`src/lin_host_pkg.sv`:
```
// constants and types shared by the transceiver mode controller
package lin_host_pkg;
  localparam int CLK_PERIOD_NS = 10;
  localparam int TIMER_W = 16;
  // delay between the data pin and the enable pin at mode selection, least time 5.0 us
  localparam int T_MODE_SEL_NS = 5000;
  localparam int MODE_SEL_CYC = (T_MODE_SEL_NS + CLK_PERIOD_NS - 1) / CLK_PERIOD_NS;
  // first data edge after mode selection, least time 50 us
  localparam int T_FIRST_TXD_NS = 50000;
  localparam int FIRST_TXD_CYC = (T_FIRST_TXD_NS + CLK_PERIOD_NS - 1) / CLK_PERIOD_NS;
  // sleep filter, least time 50 us
  localparam int T_SLEEP_DELAY_NS = 50000;
  localparam int SLEEP_DELAY_CYC = (T_SLEEP_DELAY_NS + CLK_PERIOD_NS - 1) / CLK_PERIOD_NS;
  // whole fast toggle sequence, longest time 35 us, spent as three steps with margin
  localparam int T_TOGGLE_MAX_NS = 35000;
  localparam int TOGGLE_MAX_CYC = T_TOGGLE_MAX_NS / CLK_PERIOD_NS;
  localparam int TOGGLE_STEP_CYC = TOGGLE_MAX_CYC / 8;
  // enable glitch leaving fast mode, longest time 5.0 us, half of it used
  localparam int T_GLITCH_MAX_NS = 5000;
  localparam int GLITCH_MAX_CYC = T_GLITCH_MAX_NS / CLK_PERIOD_NS;
  localparam int GLITCH_CYC = GLITCH_MAX_CYC / 2;
  localparam int SYNC_STAGES = 3;

  typedef enum logic [2:0] {
    MODE_SLEEP, MODE_AWAKE, MODE_NORMAL, MODE_WAIT_SLOW, MODE_SLOW, MODE_FAST
  } mode_t;

  typedef enum logic [2:0] {
    CMD_NORMAL, CMD_SLOW, CMD_SLEEP, CMD_FAST_TOGGLE, CMD_FAST_GLITCH
  } cmd_t;

  typedef enum logic [3:0] {
    SEQ_IDLE, SEQ_PRESET, SEQ_SETTLE, SEQ_SLEEP_PRE, SEQ_SLEEP_WAIT,
    SEQ_TOG_PRE, SEQ_TOG_LOW, SEQ_TOG_HIGH, SEQ_GLITCH
  } seq_t;
endpackage : lin_host_pkg

```
`src/pin_sync.sv`:
```
// three-stage pin synchroniser that accepts a change once stages two and three agree
`timescale 1ns/1ps
`default_nettype none
module pin_sync #(
  parameter int W = 1
) (
  input wire logic clk,
  input wire logic rst_n,
  input wire logic [W-1:0] pin,
  output logic [W-1:0] level
);
  logic [W-1:0] s1_q;
  logic [W-1:0] s2_q;
  logic [W-1:0] s3_q;
  logic [W-1:0] level_q;

  always_ff @(posedge clk or negedge rst_n) begin
    if (!rst_n) begin
      s1_q <= '1;
      s2_q <= '1;
      s3_q <= '1;
    end else begin
      s1_q <= pin;
      s2_q <= s1_q;
      s3_q <= s2_q;
    end
  end

  always_ff @(posedge clk or negedge rst_n) begin
    if (!rst_n) begin
      level_q <= '1;
    end else begin
      for (int i = 0; i < W; i++) begin
        if (s2_q[i] == s3_q[i]) begin
          level_q[i] <= s3_q[i];
        end
      end
    end
  end

  assign level = level_q;
endmodule : pin_sync
`default_nettype wire

```
`src/lin_mode_host.sv`:
```
// host controller that drives the transceiver data and enable pins through its modes
`timescale 1ns/1ps
`default_nettype none
module lin_mode_host #(
  parameter int FIRST_TXD_CYC = lin_host_pkg::FIRST_TXD_CYC,
  parameter int SLEEP_DELAY_CYC = lin_host_pkg::SLEEP_DELAY_CYC
) (
  input wire logic clk,
  input wire logic rst_n,
  input wire logic cmd_valid,
  input wire logic [2:0] cmd_code,
  input wire logic tx_bit,
  output logic cmd_ready,
  output logic cmd_err,
  output logic wake_evt,
  output logic rx_bit,
  output lin_host_pkg::mode_t mode,
  output logic txd_pin,
  output logic en_pin,
  input wire logic rxd_pin,
  input wire logic regulator_gate_out
);
  localparam int TW = lin_host_pkg::TIMER_W;
  lin_host_pkg::seq_t seq_q;
  lin_host_pkg::mode_t mode_q;
  lin_host_pkg::mode_t prev_q;
  lin_host_pkg::mode_t tgt_q;
  logic [TW-1:0] cnt_q;
  logic txd_q;
  logic en_q;
  logic ready_q;
  logic err_q;
  logic wake_q;
  logic rx_q;
  logic [1:0] pins_s;
  logic rxd_s;
  logic gate_s;
  logic idle;
  logic accept;
  logic wake_seen;

  function automatic logic [TW-1:0] load(input int n);
    load = TW'(n - 1);
  endfunction : load
  function automatic logic is_active(input lin_host_pkg::mode_t m);
    is_active = (m == lin_host_pkg::MODE_NORMAL) || (m == lin_host_pkg::MODE_SLOW) ||
                (m == lin_host_pkg::MODE_FAST);
  endfunction : is_active
  function automatic logic legal(input logic [2:0] c, input lin_host_pkg::mode_t m);
    case (c)
      lin_host_pkg::CMD_NORMAL, lin_host_pkg::CMD_SLOW: begin
        // only from sleep or awake, never between normal and slow
        legal = (m == lin_host_pkg::MODE_SLEEP) || (m == lin_host_pkg::MODE_AWAKE);
      end
      lin_host_pkg::CMD_SLEEP: legal = (m != lin_host_pkg::MODE_SLEEP);
      lin_host_pkg::CMD_FAST_TOGGLE: legal = is_active(m);
      lin_host_pkg::CMD_FAST_GLITCH: legal = (m == lin_host_pkg::MODE_FAST);
      default: legal = 1'b0;
    endcase
  endfunction : legal

  pin_sync #(.W(lin_host_pkg::SYNC_STAGES - 1)) u_sync (
    .clk(clk),
    .rst_n(rst_n),
    .pin({rxd_pin, regulator_gate_out}),
    .level(pins_s)
  );
  assign rxd_s = pins_s[1];
  assign gate_s = pins_s[0];
  assign idle = (seq_q == lin_host_pkg::SEQ_IDLE);
  assign accept = cmd_valid && idle && legal(cmd_code, mode_q);
  // receive pulled low while the gate output is high reports a bus or wake pin wake-up
  assign wake_seen = idle && (mode_q == lin_host_pkg::MODE_SLEEP) && !rxd_s && gate_s;

  // mode sequencer: owns the pins, the timer and the tracked device mode
  always_ff @(posedge clk or negedge rst_n) begin
    if (!rst_n) begin
      seq_q <= lin_host_pkg::SEQ_IDLE;
      mode_q <= lin_host_pkg::MODE_AWAKE;
      prev_q <= lin_host_pkg::MODE_NORMAL;
      tgt_q <= lin_host_pkg::MODE_NORMAL;
      cnt_q <= '0;
      txd_q <= 1'b1;
      en_q <= 1'b0;
      ready_q <= 1'b0;
    end else begin
      case (seq_q)
        lin_host_pkg::SEQ_IDLE: begin
          ready_q <= 1'b1;
          if (is_active(mode_q)) begin
            txd_q <= tx_bit;
          end
          if (wake_seen) begin
            mode_q <= lin_host_pkg::MODE_AWAKE;
          end else if (accept) begin
            ready_q <= 1'b0;
            case (cmd_code)
              lin_host_pkg::CMD_NORMAL, lin_host_pkg::CMD_SLOW: begin
                // data level set first, enable rises only after the selection delay
                txd_q <= (cmd_code == lin_host_pkg::CMD_NORMAL);
                tgt_q <= (cmd_code == lin_host_pkg::CMD_NORMAL) ? lin_host_pkg::MODE_NORMAL :
                         lin_host_pkg::MODE_SLOW;
                cnt_q <= load(lin_host_pkg::MODE_SEL_CYC);
                seq_q <= lin_host_pkg::SEQ_PRESET;
              end
              lin_host_pkg::CMD_SLEEP: begin
                txd_q <= 1'b1;
                cnt_q <= load(lin_host_pkg::MODE_SEL_CYC);
                seq_q <= lin_host_pkg::SEQ_SLEEP_PRE;
              end
              lin_host_pkg::CMD_FAST_TOGGLE: begin
                txd_q <= 1'b0;
                cnt_q <= load(lin_host_pkg::TOGGLE_STEP_CYC);
                seq_q <= lin_host_pkg::SEQ_TOG_PRE;
              end
              default: begin
                en_q <= 1'b0;
                cnt_q <= load(lin_host_pkg::GLITCH_CYC);
                seq_q <= lin_host_pkg::SEQ_GLITCH;
              end
            endcase
          end
        end
        lin_host_pkg::SEQ_PRESET: begin
          if (cnt_q == '0) begin
            en_q <= 1'b1;
            mode_q <= (tgt_q == lin_host_pkg::MODE_NORMAL) ? lin_host_pkg::MODE_NORMAL :
                      lin_host_pkg::MODE_WAIT_SLOW;
            cnt_q <= load(FIRST_TXD_CYC);
            seq_q <= lin_host_pkg::SEQ_SETTLE;
          end else begin
            cnt_q <= cnt_q - 1'b1;
          end
        end
        lin_host_pkg::SEQ_SETTLE: begin
          if (cnt_q == '0) begin
            prev_q <= tgt_q;
            if (mode_q == lin_host_pkg::MODE_WAIT_SLOW) begin
              // first data rising edge moves the device out of wait slow
              txd_q <= 1'b1;
              mode_q <= lin_host_pkg::MODE_SLOW;
            end
            seq_q <= lin_host_pkg::SEQ_IDLE;
          end else begin
            cnt_q <= cnt_q - 1'b1;
          end
        end
        lin_host_pkg::SEQ_SLEEP_PRE: begin
          if (cnt_q == '0) begin
            en_q <= 1'b0;
            cnt_q <= load(SLEEP_DELAY_CYC);
            seq_q <= lin_host_pkg::SEQ_SLEEP_WAIT;
          end else begin
            cnt_q <= cnt_q - 1'b1;
          end
        end
        lin_host_pkg::SEQ_SLEEP_WAIT: begin
          if (cnt_q == '0) begin
            mode_q <= lin_host_pkg::MODE_SLEEP;
            seq_q <= lin_host_pkg::SEQ_IDLE;
          end else begin
            cnt_q <= cnt_q - 1'b1;
          end
        end
        lin_host_pkg::SEQ_TOG_PRE: begin
          if (cnt_q == '0) begin
            en_q <= 1'b0;
            cnt_q <= load(lin_host_pkg::TOGGLE_STEP_CYC);
            seq_q <= lin_host_pkg::SEQ_TOG_LOW;
          end else begin
            cnt_q <= cnt_q - 1'b1;
          end
        end
        lin_host_pkg::SEQ_TOG_LOW: begin
          if (cnt_q == '0) begin
            txd_q <= 1'b1;
            cnt_q <= load(lin_host_pkg::TOGGLE_STEP_CYC);
            seq_q <= lin_host_pkg::SEQ_TOG_HIGH;
          end else begin
            cnt_q <= cnt_q - 1'b1;
          end
        end
        lin_host_pkg::SEQ_TOG_HIGH: begin
          if (cnt_q == '0) begin
            // three short steps keep the sequence well inside its limit
            en_q <= 1'b1;
            mode_q <= (mode_q == lin_host_pkg::MODE_FAST) ? prev_q : lin_host_pkg::MODE_FAST;
            seq_q <= lin_host_pkg::SEQ_IDLE;
          end else begin
            cnt_q <= cnt_q - 1'b1;
          end
        end
        lin_host_pkg::SEQ_GLITCH: begin
          if (cnt_q == '0) begin
            en_q <= 1'b1;
            mode_q <= prev_q;
            seq_q <= lin_host_pkg::SEQ_IDLE;
          end else begin
            cnt_q <= cnt_q - 1'b1;
          end
        end
        default: begin
          seq_q <= lin_host_pkg::SEQ_IDLE;
        end
      endcase
    end
  end

  // status flags towards the user
  always_ff @(posedge clk or negedge rst_n) begin
    if (!rst_n) begin
      err_q <= 1'b0;
      wake_q <= 1'b0;
      rx_q <= 1'b1;
    end else begin
      err_q <= cmd_valid && idle && !wake_seen && !legal(cmd_code, mode_q);
      wake_q <= wake_seen;
      rx_q <= rxd_s;
    end
  end

  assign cmd_ready = ready_q;
  assign cmd_err = err_q;
  assign wake_evt = wake_q;
  assign rx_bit = rx_q;
  assign mode = mode_q;
  assign txd_pin = txd_q;
  assign en_pin = en_q;
  int tog_len;
  always_ff @(posedge clk or negedge rst_n) begin
    if (!rst_n) begin
      tog_len <= 0;
    end else if (seq_q == lin_host_pkg::SEQ_TOG_PRE || seq_q == lin_host_pkg::SEQ_TOG_LOW ||
                 seq_q == lin_host_pkg::SEQ_TOG_HIGH) begin
      tog_len <= tog_len + 1;
    end else begin
      tog_len <= 0;
    end
  end
endmodule : lin_mode_host
`default_nettype wire

```
`config.mk`:
```
export PLATFORM = sky130hd
export DESIGN_NAME = lin_mode_host
export DESIGN_NICKNAME = d
export VERILOG_FILES = /design/src/lin_host_pkg.sv /design/src/pin_sync.sv /design/src/lin_mode_host.sv
export SDC_FILE = /design/constraint.sdc
export NUM_CORES = 1
export LEC_CHECK = 0
export ABC_AREA = 0
export ABC_CLOCK_PERIOD_IN_PS = 6050
export BUFFER_PORTS_ARGS = -buffer_cell sky130_fd_sc_hd__buf_2
export CORE_MARGIN = 2
export CORE_UTILIZATION = 30
export DETAILED_ROUTE_END_ITERATION = 10
export SYNTH_ARGS = -nofsm -noshare
export SYNTH_HDL_FRONTEND = slang
export SYNTH_HIERARCHICAL = 1
export SYNTH_SLANG_ARGS = --single-unit
```
`constraint.sdc`:
```
create_clock -name clk -period 6.05 [get_ports clk]
set_clock_uncertainty 0.05 [all_clocks]
set_input_delay 0.3025 -clock clk [delete_from_list [all_inputs] [get_ports clk]]
set_output_delay 0.3025 -clock clk [all_outputs]
set_load 0.05 [all_outputs]
```
# Yosys cells after proc, flatten, opt, wreduce, memory -nomap -nowiden
# Index checks and enable logic that the tools add are counted.
[word_totals] ff_bits=43 input_bits=9 out_inout_bits=9
[op_classes] add_sub_neg=1 eq_ne=37 n_mux=43 n_bitwise=1 reduce_logical=37
[ops] cell="$mux W16" count=5
[ops] cell="$pmux W16 S4" count=1
[ops] cell="$mux W4" count=7
[ops] cell="$mux W3" count=9
[ops] cell="$ne A2 B2 Y1 const B" count=12
[ops] cell="$pmux W4 S6" count=1
[ops] cell="$pmux W3 S6" count=1
[ops] cell="$pmux W9 S2" count=1
[ops] cell="$eq A4 B3 Y1 const B" count=4
[ops] cell="$logic_not A16 Y1" count=1
[ops] cell="$sub A16 B1 Y16 const B" count=1
[ops] cell="$eq A3 B2 Y1 const B" count=5
[ops] cell="$mux W1" count=13
[ops] cell="$pmux W4 S3" count=1
[ops] cell="$reduce_and A4 Y1" count=3
[ops] cell="$ne A2 B1 Y1 const B" count=5
[ops] cell="$eq A3 B3 Y1 const B" count=3
[ops] cell="$pmux W1 S3" count=3
[ops] cell="$reduce_bool A3 Y1" count=3
[ops] cell="$eq A4 B2 Y1 const B" count=2
[ops] cell="$reduce_and A8 Y1" count=1
[ops] cell="$reduce_or A2 Y1" count=4
[ops] cell="$reduce_or A4 Y1" count=2
[ops] cell="$logic_and A1 B1 Y1" count=7
[ops] cell="other kinds (16)" count=24

# Logic depth before layout (Yosys ltp)
# Gate-level depths: netlist (run 1).
[logic_depth] ltp_word=8 ltp_mapped=10

# Modules after synthesis
# The synthesis (run 1) kept the hierarchy.
[modules_own_cells] module="lin_mode_host" instances=1 cells_each=284 area_each_um2=2318.5
[modules_own_cells] module="pin_sync" instances=1 cells_each=10 area_each_um2=232.7

# Worst setup path after synthesis (run 1)
# OpenSTA, ideal clock, no wires.
[synth_timing] kind="register to register" startpoint="register cnt_q[0]" endpoint="register cnt_q[5]" setup_time_ps=123 arrival_ps=2547 required_time_ps=5877 slack_ps=3329 path_stages_with_launch=11 n_path_buf=2 path_cell_list="dfrtp_1 inv_1 ha_1 or3b_1 clkbuf_1 or4b_4 or4_1 buf_2 o21a_1 o21ai_1 o21ai_1"
[synth_between] elab_chain_len=3 word_cells_on_any_way=8
[synth_lines] element="start: declaration" line="lin_mode_host.sv:28" text="logic [TW-1:0] cnt_q;"
[synth_lines] element="start signal: assignment" line="lin_mode_host.sv:103" text="cnt_q <= load(lin_host_pkg::MODE_SEL_CYC);"
[synth_lines] element="start signal: assignment" line="lin_mode_host.sv:108" text="cnt_q <= load(lin_host_pkg::MODE_SEL_CYC);"
[synth_lines] element="start signal: assignment" line="lin_mode_host.sv:113" text="cnt_q <= load(lin_host_pkg::TOGGLE_STEP_CYC);"
[synth_lines] element="$sub A16 B1 Y16 or $logic_not A16 Y1 (tied branches)"
[synth_lines] element="$mux W16, or another cell as far along"
[synth_lines] element="$pmux W16 S4 or $reduce_and A4 Y1 (tied branches)"
# Several ways; a longest one is shown, not always the timed one. The select of a mux whose other input is x is not followed.
# A chain may end at the register's enable or synchronous reset.

# Final worst setup path (run 1)
[layout_timing] startpoint="register cnt_q[0]" endpoint="register cnt_q[2]"
# Same word-level chain as after synthesis.

==> results of run 1 <==
[area by class of cell]
| cell class | count | area (um^2) |
|---|---|---|
| Multi-Input combinational cell | 227 | 1410 |
| Tap cell | 105 | 131 |
| Clock buffer | 6 | 82.6 |
| Timing Repair Buffer | 18 | 92.6 |
| Sequential cell | 41 | 1040 |
| Fill cell | 851 | 5400 |
| Clock inverter | 2 | 37.5 |
| Inverter | 7 | 26.3 |
[metal layers]
layer  track usage  part of all wire  routed length [um]
met5             0                 0                   0
met4        0.0500             0.016                 101
met3        0.0235             0.043                 269
met2         0.231              0.46                2830
met1         0.213              0.48                2990
[worst max-delay path: stages, from the launching register on]
cell and delay, ns:
dfrtp_1 0.42, inv_1 0.10, ha_1 0.18, or3b_1 0.45, nor4b_1 0.61, a31oi_1 0.20, o22ai_1 0.84, nor2_1 0.12
o22a_1 0.21
[cell families after synthesis]
kind of cell,Yosys count,share of synthesized area
AND/OR/NAND/NOR,116,0.237
AO/OA/AOI/OAI,91,0.234
flip-flops,41,0.409
buffers and inverters,26,0.0392
multiplexers,13,0.0535
XOR/XNOR,4,0.0137
adder cells (fa/ha/maj),3,0.0137
[worst paths after layout]
kind / start / endpoint / cells after the start
max: cnt_q[0] / cnt_q[2] / 8
min: regulator_gate_out / u_sync/s1_q[0] / 1
max reg2reg: cnt_q[0] / cnt_q[2] / 8
min reg2reg: u_sync/s1_q[1] / u_sync/s2_q[1] / 0
max in group asynchronous: rst_n / en_pin / 1
min in group asynchronous: rst_n / cnt_q[1] / 1
[cell usage after synthesis (all sizes together) (3+ instances only)]
cell,count
mux2,5
clkbuf,15
nor2b,3
nor3,11
nor2,29
dfrtp,28
nand2,30
inv,7
xor2,4
a31oi,10
buf,4
nand3,8
or3,4
o31ai,4
o311ai,4
a21oi,21
or4,5
dfstp,13
a211o,3
nand2b,10
mux2i,8
o21ai,24
[state kept, by name, indices dropped and copies added (netlist names), 2 cells and up]
| name | flops |
|---|---|
| cnt_q | 16 |
| mode | 3 |
| prev_q | 2 |
| seq_q | 4 |
| tgt_q | 2 |
| u_sync/level | 2 |
| u_sync/s1_q | 2 |
| u_sync/s2_q | 2 |
| u_sync/s3_q | 2 |
[per-stage QoR]
stage | instances | total power, mW | setup WS, ns | hold WS [ns]
after global routing | 406 | 0.565 | 2.31 | 0.0251
after floorplan | 294 | 0.299 | 3.33 | -0.0431
after CTS | 406 | 0.548 | 2.80 | 0.0341
after global placement | 398 | 0.311 | 2.98 | 0.298
after detailed placement | 398 | 0.312 | 2.83 | 0.298
final | 406 | 0.540 | 2.77 | 0.0425
[power by group through the flow]
stage	sequential, mW	clock [mW]	combinational (mW)
after floorplan	0.291	0	0.00790
after global routing	0.284	0.255	0.0249
after global placement	0.289	0	0.0224
after CTS	0.284	0.241	0.0227
after detailed placement	0.289	0	0.0226
final	0.284	0.235	0.0221
==> run metrics, run 1 <==
outcome finished, final reports clean; fin crit period 3.28 ns; Final Wtd Congestion 0.796; Post-Route WL 6200 um; kind of critical path flip-flop to flip-flop; Max VDD drop 0.102 mV; Req. time, crit path 6.19 ns; Longest Clk Path Bufs 2; largest net degree at the start of global routing 42; Final ANT Viol Nets 0; Slew headroom 0.243; hold buffers post-CTS 0; Int Pwr 0.422 mW; average vias per placed instance 5.52; Psw 0.118 mW; sequential fraction of the synthesis area 0.409; I/O pin total 18; EDFF count, synth 0; Post-Synthesis Cells 294; P_leak 1.12 nW; wire length per cell 15.3 um; total grt overflow 0; final number of max-transition violations 0; port buffer count 17; Pre-antenna DRT Iters 4; register bit total from synthesis 41; flop-to-flop setup slack 2.77 ns; Main synth FF type dfrtp_1; CP Launch Type flip-flop; leading area contributor after synthesis dfrtp_1; asr flop ratio synth 1.00; initial antenna violation count 0; most common cell after layout, fill and taps aside nand2_1; Yosys top cell area share 0.275; via count 2240; final core occ 0.343; vias in the first global route 2147; Vert. Die Dim 96.2 um; Post-CTS Setup Bufs 0; Diodes inserted 0; Max Cap Viol 0; layout net count 310; most frequent cells in the layout nand2_1 (30), nor2_1 (29), dfrtp_1 (28); power share of the combinational group 0.041; Net Sw Frac 0.219; power per cell area 192 nW/um^2; initial drt markers 191; dpl hpwl 4240 um; Final Hold Vio Count 0; H-tree depth 2; synthesized area per cell 8.68 um^2; worst hold path class primary input to flip-flop; fraction of layout cells with a size suffix above 1 0.189; Worst EP arrival 3.43 ns; Die Wd 96.2 um; period utilization 0.542; drt drc 0; first-pass GRT wire length 10800 um; largest cells by area after synthesis dfrtp_1 (27%), dfstp_2 (13%), nand2_1 (4.4%), nor2_1 (4.3%), a21oi_1 (4.1%); Slew @ Worst Pin 1.13 ns; clock-pin slew on the worst setup and hold paths 0.09 ns; CP endpoint kind flip-flop; clock network power share 0.434; Placed Area 2700 um^2; TritonCTS clock tree built; post-route cell area 2820 um^2; Synth cell types 56; Post-CTS Resized 0; Ys Warns 6; Inserted Clock Buffers 5; Synthesized Nets 304; total die area 9260 um^2; Overall Global Routing Usage 0.150; Core Region 8220 um^2; Post-Route Setup TNS 0 ns; Starting Density 0.310; RSZ-0062 raised after global routing no; clock root buffer clkbuf_8; Area growth, synth to finish 10.6%; Max FO, Critical Path 14; Post-Syn Area 2550 um^2; Fmax 305 MHz; register share of total power 0.525; Final setup viols 0; Clock Latency Late Sink 0.30 ns; num rows 33; # clock sinks 41
No activity file was read; power rests on OpenSTA's default activity.
==> run 2, diff against run 1 <==
--- a/config.mk
+++ b/config.mk
@@ -6,7 +6,7 @@
 export NUM_CORES = 1
 export LEC_CHECK = 0
 export ABC_AREA = 0
-export ABC_CLOCK_PERIOD_IN_PS = 6050
+export ABC_CLOCK_PERIOD_IN_PS = 3100
 export BUFFER_PORTS_ARGS = -buffer_cell sky130_fd_sc_hd__buf_2
 export CORE_MARGIN = 2
 export CORE_UTILIZATION = 30
==> constraint.sdc (replaced) <==
create_clock -name clk -period 3.1 [get_ports clk]
set_clock_uncertainty 0.05 [all_clocks]
set_input_delay 0.155 -clock clk [delete_from_list [all_inputs] [get_ports clk]]
set_output_delay 0.155 -clock clk [all_outputs]
set_load 0.05 [all_outputs]
==> run metrics, run 2 (synthesized netlist as in run 1, its figures left out) <==
outcome finished, final reports clean; Final setup viols 0; wire length per cell 15.2 um; flop-to-flop setup slack 0.22 ns; initial antenna violation count 0; layout net count 322; final worst setup slack 0.215 ns; Fmax 347 MHz; Place WS 0.183 ns; fraction of layout cells with a size suffix above 1 0.211; Clock Latency Late Sink 0.30 ns; Max VDD drop 0.201 mV; P_leak 1.17 nW; Inserted Clock Buffers 5; clock-pin slew on the worst setup and hold paths 0.09 ns; largest net degree at the start of global routing 42; max reg flops 16; most frequent cells in the layout nand2_1 (30), nor2_1 (28), dfrtp_1 (28); drt drc 0; Req. time, crit path 3.24 ns; most common cell after layout, fill and taps aside nand2_1; Post-CTS Setup Bufs 0; Post-Route Setup TNS 0 ns; clock root buffer clkbuf_8; total grt overflow 0; Slew headroom 0.388; Longest Clk Path Bufs 2; Final Hold Vio Count 0; via count 2307; RSZ-0062 raised after global routing no; period utilization 0.930; Final ANT Viol Nets 0; total die area 9260 um^2; Final Wtd Congestion 0.816; num rows 33; dpl hpwl 4450 um; Vert. Die Dim 96.2 um; Core Region 8220 um^2; worst hold path class primary input to flip-flop; Die Wd 96.2 um; Slew @ Worst Pin 0.918 ns; kind of critical path flip-flop to flip-flop; Overall Global Routing Usage 0.149; port buffer count 17; Area growth, synth to finish 14.0%; Diodes inserted 0; final number of max-transition violations 0; H-tree depth 2; power per cell area 346 nW/um^2; initial drt markers 198; # clock sinks 41; vias in the first global route 2157; fin crit period 2.88 ns; Starting Density 0.310; CP endpoint kind flip-flop; Post-Route WL 6350 um; I/O pin total 18; first-pass GRT wire length 10700 um; Worst EP arrival 3.02 ns; TritonCTS clock tree built; Largest Register cnt_q; average vias per placed instance 5.52; Pre-antenna DRT Iters 4; Max FO, Critical Path 7; CP Launch Type flip-flop; Max Cap Viol 0
run 2: per-layer routing:
layer  track usage  up-vias  share of wire
met5             0        -              0
met4        0.0429        0          0.012
met3        0.0235        8          0.048
met2         0.237       56           0.46
met1         0.208     1134           0.48
li1              -     1109              -
run 2: path summary, 6_finish.rpt:
check / end / startpoint / depth (start not counted)
worst max register to register: cnt_q[5] / cnt_q[0] / 8
min in group asynchronous: wake_evt / rst_n / 2
max in group asynchronous: prev_q[2] / rst_n / 2
worst min-delay path: tgt_q[1] / cmd_code[0] / 2
worst max-delay path: cnt_q[5] / cnt_q[0] / 8
worst min register to register: u_sync/s2_q[0] / u_sync/s1_q[0] / 0
run 2: area by class of cell:
cell class                      count  area [um^2]
Inverter                            7         26.3
Fill cell                         825         5310
Timing Repair Buffer               30          190
Clock inverter                      1         8.76
Sequential cell                    41         1040
Clock buffer                        7         97.6
Tap cell                          105          131
Multi-Input combinational cell    227         1410
run 2: timing repair:
item	CTS	global route
endpoints found under the setup margin	0	1
hold buffers	3	0
hold endpoints to repair	30	0
resized for setup	0	1
run 2: power breakdown:
group	total, mW	leakage, nW	internal [mW]	switching (mW)
clock network	0.406	0.0536	0.209	0.196
registers	0.554	0.461	0.549	0.00467
logic	0.0463	0.660	0.0156	0.0308
total	1.01	1.17	0.774	0.232
run 2: stage by stage:
stage / util / std cells / power (mW) / instance area [um^2] / hold slack, ns
finish: 0.354 / 418 / 1.01 / 2910 / 0.0693
global route: 0.354 / 418 / 1.04 / 2910 / 0.0695
detailed placement: 0.337 / 407 / 0.608 / 2770 / 0.211
floorplan: - / 294 / 0.583 / 2550 / -0.191
CTS: 0.354 / 418 / 1.02 / 2910 / 0.0556
global placement: 0.337 / 407 / 0.608 / 2770 / 0.212
run 2: worst max-delay path, cell delays in order (launching register included):
cell     delay [ns]
dfrtp_1        0.42
inv_1          0.09
ha_1           0.18
or3b_1         0.45
or4b_4         0.59
or4_1          0.67
o21a_1         0.16
o21ai_1        0.10
o21ai_1        0.07
==> run 3, diff against run 2 <==
--- a/config.mk
+++ b/config.mk
@@ -11,6 +11,8 @@
 export CORE_MARGIN = 2
 export CORE_UTILIZATION = 30
 export DETAILED_ROUTE_END_ITERATION = 10
+export GPL_TIMING_DRIVEN = 0
+export HOLD_SLACK_MARGIN = 0.15
 export SYNTH_ARGS = -nofsm -noshare
 export SYNTH_HDL_FRONTEND = slang
 export SYNTH_HIERARCHICAL = 1
==> run metrics, run 3 (synthesized netlist as in run 1, its figures left out) <==
outcome finished, final reports clean; final core occ 0.359; Final Wtd Congestion 0.892; FF-to-FF End cnt_q[5]; Diodes inserted 0; Longest Clk Path Bufs 2; Largest Register cnt_q; flop-to-flop setup slack 0.17 ns; Vert. Die Dim 96.2 um; kind of critical path flip-flop to flip-flop; H-tree depth 2; Place WS -0.104 ns; Starting Density 0.310; CP most frequent cell o21ai_1; num rows 33; Slew headroom 0.380; average vias per placed instance 5.43; Final ANT Viol Nets 0; filler instances 852; clock root buffer clkbuf_8; Final setup viols 0; CP max stage delay 0.60 ns; CP Launch Type flip-flop; worst hold path class primary input to flip-flop; # clock sinks 41; drt drc 0; max reg flops 16; most common cell after layout, fill and taps aside nand2_1; Area growth, synth to finish 15.6%; most frequent cells in the layout nand2_1 (30), nor2_1 (28), dfrtp_1 (28); Req. time, crit path 3.23 ns; dpl hpwl 4670 um; reg2reg start cnt_q[0]; layout net count 332; fraction of layout cells with a size suffix above 1 0.189; first-pass GRT wire length 11000 um; initial drt markers 183; largest net degree at the start of global routing 42; final number of max-transition violations 0; total grt overflow 0; I/O pin total 18; Pre-antenna DRT Iters 5; TritonCTS clock tree built; WHS 0.183 ns; Top delay family on crit path simple AND/OR/NAND/NOR gates; Max VDD drop 0.240 mV; Clock Latency Late Sink 0.30 ns; port buffer count 17; CP endpoint kind flip-flop; storage element area 1040 um^2; Worst EP arrival 3.06 ns; Inserted Clock Buffers 5; worst hold path stage count 3; area of the multi-input gates 1420 um^2; Post-Route WL 6560 um; Die Wd 96.2 um; RSZ-0062 raised after global routing no; crit-path cells inv_1 -> ha_1 -> or3b_1 -> or4b_4 -> or4_1 -> buf_2 -> o21a_1 -> o21ai_1 -> o21ai_1; CP bufs+invs 2; Final Hold Vio Count 0; clock-pin slew on the worst setup and hold paths 0.08 ns; hold endpoint tgt_q[1]; Reg2Reg Depth 9; Fmax 341 MHz; Core Region 8220 um^2; Max Cap Viol 0; beginning of the worst hold path cmd_code[1]; P_leak 1.16 nW; period utilization 0.945; via count 2323; power per cell area 360 nW/um^2; vias in the first global route 2280; total die area 9260 um^2; fin crit period 2.93 ns; Overall Global Routing Usage 0.152; final worst setup slack 0.171 ns; critical path's slowest cell or4b_4; wire length per cell 15.3 um; Max FO, Critical Path 7; initial antenna violation count 0; Post-CTS Setup Bufs 0; Slew @ Worst Pin 0.930 ns
[run 3: cell count changes in the layout (fill, tap and decap cells not counted), sizes merged]
cell and change:
buf -6, bufinv +1, clkbuf +13, clkinv -1, clkinvlp +1, dlygate4sd3 +2
[run 3: worst max-delay path by stage]
stage | from | depth (start not counted) | end
5_1_grt | cnt_q[0] | 7 | seq_q[2]
3_3_place_gp | cnt_q[0] | 10 | cnt_q[10]
4_1_cts | cnt_q[0] | 8 | prev_q[2]
6_report | cnt_q[0] | 9 | cnt_q[5]
2_1_floorplan | cnt_q[0] | 10 | cnt_q[5]
3_5_place_dp | cnt_q[0] | 10 | cnt_q[4]
[run 3: final cells by class]
cell class | count | area share
clock inverters | 2 | 0.0127
multi-input cells | 227 | 0.483
inverters | 7 | 0.00891
clock buffers | 6 | 0.0280
flip-flops and latches | 41 | 0.353
well taps | 105 | 0.0445
plain buffers | 18 | 0.0238
repair buffers | 22 | 0.0458
[run 3: power by group]
part           internal [mW]  leakage, nW  switching (mW)
Sequential             0.549        0.461         0.00468
Clock                  0.262       0.0574           0.199
Combinational         0.0175        0.646          0.0305
[run 3: repair_timing]
item                                    4_1_cts  5_1_grt
endpoints found under the hold margin        32        0
endpoints found under the setup margin        8       14
hold buffers                                  5        0
cloned                                        0        0
gates resized for setup                       1        2
[run 3: tightest hold or removal path: cells and delay by family]
family                 cells  cell delay [ns]
muxes                      1             0.13
and+or+nand+nor            1             0.10
buffers and inverters      1             0.14
[run 3: metal layers]
layer | vias up | global-route usage | share of wire
met3 | 17 | 0.0298 | 0.036
met5 | - | 0 | 0
li1 | 1135 | - | -
met1 | 1106 | 0.200 | 0.47
met4 | 0 | 0.0571 | 0.021
met2 | 65 | 0.246 | 0.48
[run 3: per-stage QoR]
stage | instance area, um^2 | setup TNS, ns | total power, mW | instances
2_1_floorplan | 2550 | 0 | 0.583 | 294
3_3_place_gp | 2770 | -0.146 | 0.607 | 416
3_5_place_dp | 2770 | -0.510 | 0.608 | 416
4_1_cts | 2940 | 0 | 1.08 | 429
5_1_grt | 2950 | 0 | 1.10 | 428
6_report | 2950 | 0 | 1.06 | 428
